==> src/verilog/tba_pkg.sv <==
// package with shared constants for the three-wire bus arbitration ends
package tba_pkg;
  // ==========================================
  // synchroniser and timing
  localparam int unsigned SYNC_STAGES = 2;
  localparam int unsigned CLK_PERIOD_NS = 40;
  // ==========================================
  // requester side
  localparam int unsigned HOLD_CYCLES_DEF = 4;
  localparam logic [15:0] HOLD_CYCLES_MAX = 16'hffff;
  // ==========================================
  // reset values of active-low lines (negated)
  localparam logic LINE_NEGATED = 1'b1;
endpackage : tba_pkg

==> src/verilog/tba_if.sv <==
// interface joining the arbiting device and one outside bus master
`timescale 1ns/1ps
interface tba_if;
  // ==========================================
  // arbitration wires, active low
  logic bus_request_n;
  logic grant_out_n;
  logic grant_acknowledge_n;
  // bus status seen by the outside master
  logic address_strobe_n;
  logic transfer_ack_pair_n;
  logic locked_cycle_n;
  // outside master may abort a locked sequence
  logic fault_terminate_n;

  modport device (
    input bus_request_n,
    input grant_acknowledge_n,
    output grant_out_n,
    output address_strobe_n,
    output locked_cycle_n,
    input transfer_ack_pair_n,
    input fault_terminate_n
  );

  modport master (
    output bus_request_n,
    output grant_acknowledge_n,
    input grant_out_n,
    input address_strobe_n,
    input locked_cycle_n,
    output transfer_ack_pair_n,
    output fault_terminate_n
  );
endinterface : tba_if

==> src/verilog/tba_arbiter.sv <==
// device end: request/grant/acknowledge arbiter with bus float control
// Operation
// - request, grant, then acknowledge takes mastership
// - requests accepted at any time
// - grant on recognized request, after started cycle
// - no grant while locked cycle active
// - master holds acknowledge through its cycles
// - master waits strobe, acks, acknowledge negated
// - master may watch only address strobe
// - shared wire-ORed request line allowed
// - pending request regranted, no cycle between
// - arbitration works in halt and fault; i_resetn holds the arbiter idle with grant negated
// - withdrawn request without acknowledge keeps bus
// - mastership ends at acknowledge negation
// - master drops request after acknowledging
// - request and acknowledge synchronised, two flops
// - float after strobe and lock negated
// - state on rising edge, grant pin falling
// - drive resumes on the same edge state returns
// - idle state zero, request goes state one
// - state one to two, two to three
// - three to four, four back to zero
// - request ignored during locked sequence
// - any external scheme following protocol allowed
`timescale 1ns/1ps
module tba_arbiter
  import tba_pkg::*;
(
  input wire logic i_core_clk,
  input wire logic i_resetn,
  tba_if.device bus,
  input wire logic i_cycle_pending,
  input wire logic i_cycle_start,
  input wire logic i_locked,
  input wire logic i_halted,
  output logic o_float,
  output logic o_bus_drive,
  output logic o_granted,
  output logic o_cycle_busy,
  output logic [2:0] o_arb_state
);
  import tba_pkg::*;

  typedef enum logic [2:0] {
    TBA_IDLE,
    TBA_GRANT,
    TBA_WAIT_ACK,
    TBA_DROP,
    TBA_EXT_OWN
  } tba_state_e;

  // the synchroniser indexing needs at least two stages
  if (SYNC_STAGES < 2) begin : g_bad_sync
    $error("SYNC_STAGES must be at least two");
  end

  // ==========================================
  // input synchronisers
  logic [SYNC_STAGES-1:0] req_sync;
  logic [SYNC_STAGES-1:0] ack_sync;
  logic [SYNC_STAGES-1:0] next_req_sync;
  logic [SYNC_STAGES-1:0] next_ack_sync;
  logic req;
  logic ack;

  // shift asserted levels through two flops before any logic reads them
  always_comb begin
    next_req_sync = {req_sync[SYNC_STAGES-2:0], ~bus.bus_request_n};
    next_ack_sync = {ack_sync[SYNC_STAGES-2:0], ~bus.grant_acknowledge_n};
  end

  always_ff @(posedge i_core_clk or negedge i_resetn) begin
    if (!i_resetn) begin
      req_sync <= '0;
      ack_sync <= '0;
    end else begin
      req_sync <= next_req_sync;
      ack_sync <= next_ack_sync;
    end
  end

  assign req = req_sync[SYNC_STAGES-1];
  assign ack = ack_sync[SYNC_STAGES-1];

  // ==========================================
  // own bus cycle tracking
  logic cycle_busy;
  logic next_cycle_busy;
  logic locked;
  logic next_locked;
  logic hold_off;

  // a cycle runs from start until the pending request drops; lock follows input
  always_comb begin
    next_cycle_busy = cycle_busy;
    if (i_cycle_start && !o_float) begin
      next_cycle_busy = 1'b1;
    end else if (!i_cycle_pending) begin
      next_cycle_busy = 1'b0;
    end
    next_locked = i_locked && !o_float;
  end

  always_ff @(posedge i_core_clk or negedge i_resetn) begin
    if (!i_resetn) begin
      cycle_busy <= 1'b0;
      locked <= 1'b0;
    end else begin
      cycle_busy <= next_cycle_busy;
      locked <= next_locked;
    end
  end

  // decided but not yet started own cycle defers the grant unless halted; lock blocks it
  assign hold_off = (i_cycle_pending && !cycle_busy && !i_halted) || locked;

  // ==========================================
  // arbiter state machine
  tba_state_e state;
  tba_state_e next_state;

  // only i_resetn resets this machine, so arbitration runs in halt and fault too
  always_comb begin
    next_state = state;
    unique case (state)
      TBA_IDLE: begin
        if (req && !hold_off) begin
          next_state = TBA_GRANT;
        end else if (ack) begin
          next_state = TBA_EXT_OWN;
        end
      end
      TBA_GRANT: begin
        next_state = TBA_WAIT_ACK;
      end
      TBA_WAIT_ACK: begin
        if (ack || !req) begin
          next_state = TBA_DROP;
        end
      end
      TBA_DROP: begin
        next_state = TBA_EXT_OWN;
      end
      TBA_EXT_OWN: begin
        if (!ack) begin
          next_state = TBA_IDLE;
        end else if (req) begin
          next_state = TBA_GRANT;
        end
      end
      default: begin
        next_state = TBA_IDLE;
      end
    endcase
  end

  always_ff @(posedge i_core_clk or negedge i_resetn) begin
    if (!i_resetn) begin
      state <= TBA_IDLE;
    end else begin
      state <= next_state;
    end
  end

  // ==========================================
  // grant pin, updated on the falling edge after the state change
  logic grant_n;
  logic next_grant_n;

  always_comb begin
    next_grant_n = !((state == TBA_GRANT) || (state == TBA_WAIT_ACK)) || locked;
  end

  always_ff @(negedge i_core_clk or negedge i_resetn) begin
    if (!i_resetn) begin
      grant_n <= LINE_NEGATED;
    end else begin
      grant_n <= next_grant_n;
    end
  end

  assign bus.grant_out_n = grant_n;

  // ==========================================
  // float control: tristate once strobe and lock are negated
  logic float_req;
  logic floated;
  logic next_floated;

  assign float_req = (state != TBA_IDLE);

  // float rises an edge after the grant state, drops on the edge back to idle
  always_comb begin
    next_floated = 1'b0;
    if (float_req && (next_state != TBA_IDLE) && !cycle_busy && !locked) begin
      next_floated = 1'b1;
    end
  end

  always_ff @(posedge i_core_clk or negedge i_resetn) begin
    if (!i_resetn) begin
      floated <= 1'b0;
    end else begin
      floated <= next_floated;
    end
  end

  // ==========================================
  // outputs; strobe and lock pins are driven negated when the bus is given away
  assign o_float = floated;
  assign o_bus_drive = !floated;
  assign o_granted = !grant_n;
  assign o_cycle_busy = cycle_busy;
  assign o_arb_state = state;
  assign bus.address_strobe_n = floated ? LINE_NEGATED : !cycle_busy;
  assign bus.locked_cycle_n = floated ? LINE_NEGATED : !locked;
endmodule : tba_arbiter

==> src/flat_wrapper.sv <==
// flat-port wrapper written by rule: the top's interface ports become plain ports
module tba_arbiter_flat import tba_pkg::*;
  (i_core_clk, i_resetn, i_cycle_pending, i_cycle_start, i_locked, i_halted, o_float, o_bus_drive, o_granted, o_cycle_busy, o_arb_state, bus_bus_request_n, bus_grant_acknowledge_n, bus_grant_out_n, bus_address_strobe_n, bus_locked_cycle_n, bus_transfer_ack_pair_n, bus_fault_terminate_n);
  tba_if bus_i ();
  input wire logic i_core_clk;
  input wire logic i_resetn;
  input wire logic i_cycle_pending;
  input wire logic i_cycle_start;
  input wire logic i_locked;
  input wire logic i_halted;
  output logic o_float;
  output logic o_bus_drive;
  output logic o_granted;
  output logic o_cycle_busy;
  output logic [2:0] o_arb_state;
  input wire logic [$bits(bus_i.bus_request_n)-1:0] bus_bus_request_n;
  input wire logic [$bits(bus_i.grant_acknowledge_n)-1:0] bus_grant_acknowledge_n;
  output wire logic [$bits(bus_i.grant_out_n)-1:0] bus_grant_out_n;
  output wire logic [$bits(bus_i.address_strobe_n)-1:0] bus_address_strobe_n;
  output wire logic [$bits(bus_i.locked_cycle_n)-1:0] bus_locked_cycle_n;
  input wire logic [$bits(bus_i.transfer_ack_pair_n)-1:0] bus_transfer_ack_pair_n;
  input wire logic [$bits(bus_i.fault_terminate_n)-1:0] bus_fault_terminate_n;
  assign bus_i.bus_request_n = bus_bus_request_n;
  assign bus_i.grant_acknowledge_n = bus_grant_acknowledge_n;
  assign bus_grant_out_n = bus_i.grant_out_n;
  assign bus_address_strobe_n = bus_i.address_strobe_n;
  assign bus_locked_cycle_n = bus_i.locked_cycle_n;
  assign bus_i.transfer_ack_pair_n = bus_transfer_ack_pair_n;
  assign bus_i.fault_terminate_n = bus_fault_terminate_n;
  tba_arbiter u_core (.i_core_clk(i_core_clk), .i_resetn(i_resetn), .bus(bus_i), .i_cycle_pending(i_cycle_pending), .i_cycle_start(i_cycle_start), .i_locked(i_locked), .i_halted(i_halted), .o_float(o_float), .o_bus_drive(o_bus_drive), .o_granted(o_granted), .o_cycle_busy(o_cycle_busy), .o_arb_state(o_arb_state));
endmodule
==> config.mk <==
export PLATFORM = sky130hd
export DESIGN_NAME = tba_arbiter_flat
export DESIGN_NICKNAME = d
export VERILOG_FILES = /design/src/verilog/tba_pkg.sv /design/src/verilog/tba_if.sv /design/src/verilog/tba_arbiter.sv /design/src/flat_wrapper.sv
export SDC_FILE = /design/constraint.sdc
export NUM_CORES = 1
export LEC_CHECK = 0
export ABC_AREA = 1
export BUFFER_PORTS_ARGS = -buffer_cell sky130_fd_sc_hd__buf_4
export CELL_PAD_IN_SITES_DETAIL_PLACEMENT = 1
export CELL_PAD_IN_SITES_GLOBAL_PLACEMENT = 1
export CORE_MARGIN = 2
export CORE_UTILIZATION = 32
export CTS_CLUSTER_SIZE = 14
export DETAILED_ROUTE_END_ITERATION = 16
export PLACE_DENSITY = 0.76
export SLEW_MARGIN = 20
export SYNTH_ARGS = -nofsm -noshare
export SYNTH_HDL_FRONTEND = slang
export SYNTH_SLANG_ARGS = --single-unit
==> constraint.sdc <==
create_clock -name i_core_clk -period 1.2 [get_ports i_core_clk]
set_input_delay 0.18 -clock i_core_clk [delete_from_list [all_inputs] [get_ports i_core_clk]]
set_output_delay 0.18 -clock i_core_clk [all_outputs]
set_load 0.005 [all_outputs]
**Word level (Yosys, flattened, before mapping)**

Cells that the tools add are included.

- Register bits: 11
- Memory bits (read-only): 0
- Output and inout bits: 10
- RAM bits: 0
- Word-level logic and storage cells: 48
- Latch bits: 0
- Memories kept: 0

- Order comparisons: 0
- Bitwise logic cells: 2
- Multiplexer cells: 11
- Divide/modulo/power cells: 0
- Add/sub/neg operators: 0
- Reduce and logical (&&, ||, !) cells: 23
- Multiply operators: 0
- Equality and inequality tests: 5
- Shifts and indexed selects: 0

Operator list:

| cell | count |
|---|---|
| 3-bit two-way mux | 5 |
| 3-bit one-hot mux with 5 select lines | 1 |
| 1-bit logical AND | 8 |
| 1-bit logical NOT | 8 |
| 3-bit by 2-bit equality test with 1-bit output (second input constant) | 2 |
| 3-bit nonzero test | 2 |
| 1-bit two-way mux | 5 |
| 1-bit logical OR | 4 |
| 3-bit by 1-bit equality test with 1-bit output (second input constant) | 1 |
| 3-bit equality test (second input constant) | 1 |
| 3-bit logical NOT | 1 |
| 2-bit by 1-bit != test with 1-bit output (second input constant) | 1 |
| 1-bit inverter | 2 |

**Depth between registers and ports, before layout**

- Depth in word-level cells: 13
- Depth in mapped cells: 8
- Mapped depth without buffers: 8

==> impl_results.html <==
<table>
<tr><th>Metric</th><th>Value</th></tr>
<tr><th colspan="2">Status</th></tr>
<tr><td>Outcome</td><td>complete, but fails checks</td></tr>
<tr><td>Violations in the final reports</td><td>negative setup slack</td></tr>
<tr><th colspan="2">Route</th></tr>
<tr><td>Pre-antenna DRT Iters</td><td>3</td></tr>
<tr><td>Detailed-route wire length per cell</td><td>12.4 um</td></tr>
<tr><td>Wire length reported by the detailed router</td><td>1350 um</td></tr>
<tr><td>Detailed-route vias per instance</td><td>4.39</td></tr>
<tr><td>Via count</td><td>478</td></tr>
<tr><td>Post-DRT Antenna Nets</td><td>0</td></tr>
<tr><td>Post-route DRC violation count</td><td>0</td></tr>
<tr><td>Violation count after the first detailed-route iteration</td><td>2</td></tr>
<tr><th colspan="2">Critical path</th></tr>
<tr><td>Worst flop-to-flop path endpoint</td><td>u_core.bus.grant_out_n</td></tr>
<tr><td>Element type at the critical path start</td><td>flop</td></tr>
<tr><td>Kind of end point of the critical path</td><td>primary output</td></tr>
<tr><td>WP data arrival</td><td>1580 ps</td></tr>
<tr><td>Critical path, cell by cell</td><td>inv_2 -&gt; buf_6</td></tr>
<tr><td>Biggest cell delay along the critical path</td><td>520 ps</td></tr>
<tr><td>Beginning of the worst register-to-register path</td><td>u_core.o_arb_state[0]</td></tr>
<tr><td>WS Path Type</td><td>flop to primary output</td></tr>
<tr><td>Crit path max-delay cell type</td><td>sky130_fd_sc_hd__dfstp_2</td></tr>
<tr><td>Required time of the critical path</td><td>1020 ps</td></tr>
<tr><td>Largest fanout on the critical path</td><td>2</td></tr>
<tr><td>Launch point of the worst path</td><td>u_core.bus.grant_out_n</td></tr>
<tr><td>Register-to-register path setup slack</td><td>-180 ps</td></tr>
<tr><td>Number of cells traversed by the worst register-to-register path</td><td>5</td></tr>
<tr><td>Bufs and invs on worst path</td><td>2</td></tr>
<tr><td>Kind of cell adding the most delay to the critical path</td><td>flip-flops</td></tr>
<tr><th colspan="2">Logic synthesis</th></tr>
<tr><td>Main area contributors after synthesis</td><td>sky130_fd_sc_hd__dfrtp_1 (49%), sky130_fd_sc_hd__inv_1 (9.6%), sky130_fd_sc_hd__nand2_1 (9.6%), sky130_fd_sc_hd__dfstp_2 (5.2%), sky130_fd_sc_hd__nor2_2 (4.9%)</td></tr>
<tr><td>Average footprint of a synthesized cell</td><td>8.63 um2</td></tr>
<tr><td>Commonest register cell after synthesis</td><td>sky130_fd_sc_hd__dfrtp_1</td></tr>
<tr><td>Synthesized cell area</td><td>509 um2</td></tr>
<tr><td>Share of synthesized area occupied by flip-flops and latches</td><td>54.3%</td></tr>
<tr><td>Ys Warns</td><td>0</td></tr>
<tr><td>Post-synth EDFFs</td><td>0</td></tr>
<tr><td>Synthesized net count</td><td>69</td></tr>
<tr><td>Library cells used by synthesis</td><td>14</td></tr>
<tr><td>Gate Count Post-Synth</td><td>59</td></tr>
<tr><td>Top cells by instance count after synthesis</td><td>sky130_fd_sc_hd__inv_1 (13), sky130_fd_sc_hd__nand2_1 (13), sky130_fd_sc_hd__dfrtp_1 (10)</td></tr>
<tr><td>Synthesis-stage register bit count</td><td>11</td></tr>
<tr><td>Share of flip-flops with an asynchronous set or reset after synthesis</td><td>100%</td></tr>
<tr><td>Share of Yosys cell area claimed by the top area cell type</td><td>49.1%</td></tr>
<tr><td>Cell type contributing the most total cell area after synthesis</td><td>sky130_fd_sc_hd__dfrtp_1</td></tr>
<tr><th colspan="2">Timing</th></tr>
<tr><td>Transition time of the tightest slew-check pin</td><td>171 ps</td></tr>
<tr><td>Setup-violating endpoint count in the final report</td><td>4</td></tr>
<tr><td>Clock Skew</td><td>57.4 ps</td></tr>
<tr><td>Setup TNS</td><td>-1290 ps</td></tr>
<tr><td>Max-slew violations</td><td>0</td></tr>
<tr><td>Setup repair after global routing missed its margin</td><td>yes</td></tr>
<tr><td>Slew headroom</td><td>88.6%</td></tr>
<tr><td>Worst Setup Slack, final</td><td>-555 ps</td></tr>
<tr><td>Number of hold violations in the final report</td><td>0</td></tr>
<tr><th colspan="2">Clocking</th></tr>
<tr><td>H-tree depth</td><td>1</td></tr>
<tr><td>TritonCTS clock tree</td><td>yes</td></tr>
<tr><td>Clock Sink Count</td><td>11</td></tr>
<tr><td>Cell at the root of the clock tree</td><td>sky130_fd_sc_hd__clkbuf_4</td></tr>
<tr><td>CTS Buf Count</td><td>3</td></tr>
<tr><td>Clock edge transition at the registers on the reported setup and hold paths</td><td>70 ps</td></tr>
<tr><td>Bufs on Longest Clock Path</td><td>2</td></tr>
<tr><td>Clock latency of the later-clocked register in the worst-skew pair</td><td>310 ps</td></tr>
<tr><th colspan="2">Cells and area</th></tr>
<tr><td>Layout-stage area growth over the synthesis result</td><td>62.9%</td></tr>
<tr><td>Fin nets</td><td>104</td></tr>
<tr><td>Fraction of layout instances using a drive strength above 1</td><td>59.1%</td></tr>
<tr><td>Number of antenna repair diodes</td><td>0</td></tr>
<tr><td>Fill cell count</td><td>198</td></tr>
<tr><th colspan="2">Run</th></tr>
<tr><td>Number of max-cap violations</td><td>0</td></tr>
<tr><th colspan="2">Die</th></tr>
<tr><td>Number of ports placed on the die boundary</td><td>20</td></tr>
<tr><td>Row Count</td><td>14</td></tr>
<tr><td>Die extent in y</td><td>43.9 um</td></tr>
<tr><td>Die area</td><td>0.00193 mm2</td></tr>
<tr><td>Die extent in x</td><td>43.9 um</td></tr>
<tr><td>Core area</td><td>0.00151 mm2</td></tr>
<tr><td>Initial cell density of the core</td><td>33.8%</td></tr>
<tr><th colspan="2">Placement</th></tr>
<tr><td>Dpl ws</td><td>-247 ps</td></tr>
<tr><td>Total of buffers placed on input and output ports</td><td>17</td></tr>
<tr><td>Detailed placement HPWL</td><td>1000 um</td></tr>
<tr><td>Gp weighted congestion</td><td>0.721</td></tr>
<tr><th colspan="2">Global route</th></tr>
<tr><td>GR Overflow Total</td><td>0</td></tr>
<tr><td>Maximum number of pins on one net before global-route repair</td><td>11</td></tr>
<tr><td>Global-route met3 utilization</td><td>3.75%</td></tr>
<tr><td>Met1 Track Usage GR</td><td>18.0%</td></tr>
<tr><td>Antenna violations before repair</td><td>0</td></tr>
<tr><td>Wire length of the first global-routing pass</td><td>2150 um</td></tr>
<tr><td>M2 GR Usage</td><td>28.2%</td></tr>
<tr><td>Layer with the highest usage after global routing</td><td>met2</td></tr>
<tr><td>Total global-route track usage</td><td>15.2%</td></tr>
<tr><td>Via count of the first global-routing pass</td><td>530</td></tr>
<tr><th colspan="2">Power</th></tr>
<tr><td>Internal power consumption</td><td>1.18 mW</td></tr>
<tr><td>Sequential group share of total power</td><td>29.8%</td></tr>
<tr><td>Highest ir drop seen on vdd</td><td>945 uV</td></tr>
<tr><td>Combinational Power Share</td><td>56.7%</td></tr>
<tr><td>Clk network pwr share</td><td>13.4%</td></tr>
<tr><td>Psw</td><td>0.716 mW</td></tr>
<tr><td>Final Total Pwr</td><td>1.90 mW</td></tr>
<tr><td>Static leakage</td><td>0.465 nW</td></tr>
<tr><td>Sw Share</td><td>37.7%</td></tr>
<tr><td>Power density relative to cell area</td><td>2290 mW/mm2</td></tr>
<tr><th colspan="2">Min path</th></tr>
<tr><td>Worst hold path startpoint</td><td>bus_grant_acknowledge_n</td></tr>
<tr><td>Worst Hold End</td><td>u_core.ack_sync[0]</td></tr>
<tr><td>Worst hold-check path type</td><td>input pin to flop</td></tr>
<tr><td>Cells on Worst Hold Path</td><td>2</td></tr>
</table>
==> stage by stage <==
stage               util [%]  cells  cell area (um2)  hold slack [ps]
CTS                     52.9    109              797             47.9
global route            55.1    109              830             43.5
detailed placement      48.4    101              729              127
global placement        48.4    101              729              126
finish                  55.1    109              830             51.8
floorplan                  -     59              514             -116
==> state kept, by name (all words and copies together) (netlist names) <==
name,flops
u_core.o_arb_state,3
u_core.o_float,1
u_core.o_cycle_busy,1
u_core.locked,1
u_core.ack_sync,2
u_core.req_sync,2
u_core.bus.grant_out_n,1
==> power by group through the flow <==
stage               Combinational, mW  Clock (mW)  Sequential (mW)
floorplan                       0.399      0.0104            0.576
global placement                0.851      0.0104            0.560
detailed placement              0.877      0.0104            0.568
CTS                             0.978       0.263            0.562
global route                     1.18       0.295            0.581
finish                           1.08       0.256            0.566
==> placed cells by master, fill, tap and decap left out <==
cell type                        n
sky130_fd_sc_hd__clkbuf_1        1
sky130_fd_sc_hd__inv_1           9
sky130_fd_sc_hd__a22o_1          1
sky130_fd_sc_hd__buf_6           4
sky130_fd_sc_hd__dfstp_2         1
sky130_fd_sc_hd__clkbuf_4        3
sky130_fd_sc_hd__nor2_4          3
sky130_fd_sc_hd__dfrtp_1         9
sky130_fd_sc_hd__nor2_1          3
sky130_fd_sc_hd__nand3_2         2
sky130_fd_sc_hd__nor2_2          3
sky130_fd_sc_hd__buf_4          25
sky130_fd_sc_hd__nand2_4         2
sky130_fd_sc_hd__inv_2           6
sky130_fd_sc_hd__nand3_1         3
sky130_fd_sc_hd__dfrtp_2         1
sky130_fd_sc_hd__nand2_1        10
sky130_fd_sc_hd__nand2_2         5
sky130_fd_sc_hd__nand3b_1        1
sky130_fd_sc_hd__dlygate4sd3_1   1
==> layout make-up <==
| type | count | area (um2) | area share, % |
|---|---|---|---|
| well taps | 16 | 20.0 | 2.41 |
| inverters | 14 | 52.6 | 6.33 |
| clock buffers | 4 | 26.3 | 3.17 |
| clock inverters | 1 | 3.75 | 0.452 |
| repair buffers | 30 | 243 | 29.3 |
| multi-input cells | 33 | 206 | 24.9 |
| flip-flops and latches | 11 | 278 | 33.5 |
==> worst max-delay path by stage <==
stage / end / depth (start not counted)
2_1_floorplan: u_core.bus.grant_out_n / 5
3_3_place_gp: o_granted / 2
3_5_place_dp: o_granted / 2
4_1_cts: o_granted / 2
5_1_grt: o_granted / 2
6_report: o_granted / 2
==> worst register-to-register path, cell delays in order, from the launching register on <==
cell,delay [ps]
sky130_fd_sc_hd__dfrtp_2,440
sky130_fd_sc_hd__nor2_4,140
sky130_fd_sc_hd__inv_2,40
sky130_fd_sc_hd__nand3_2,70
sky130_fd_sc_hd__inv_2,40
sky130_fd_sc_hd__nand2_1,50
==> per-layer routing <==
metal / vias to the layer above / share of wire, %
li1: 241 / -
met4: 0 / 0
met2: 8 / 59
met5: - / 0
met3: 0 / 3.0
met1: 229 / 38
==> logic make-up (layout without fill, tap and decap cells) <==
logic type	after synthesis	count (layout)	share of synthesized area (%)
AND/OR/NAND/NOR	32	32	32.9
AO/OA/AOI/OAI	1	1	1.72
buffers and inverters	15	49	11.1
flip-flops	11	11	54.3
==> timing repair <==
| action | 4_1_cts | 5_1_grt |
|---|---|---|
| gates resized for setup | 3 | 10 |
| hold endpoints to repair | 10 | 0 |
| setup endpoints to repair | 3 | 8 |
| hold buffers | 1 | 0 |
| pin swaps | 2 | 5 |
| buffers inserted | 3 | 1 |
(Power assumes the default switching activity.)
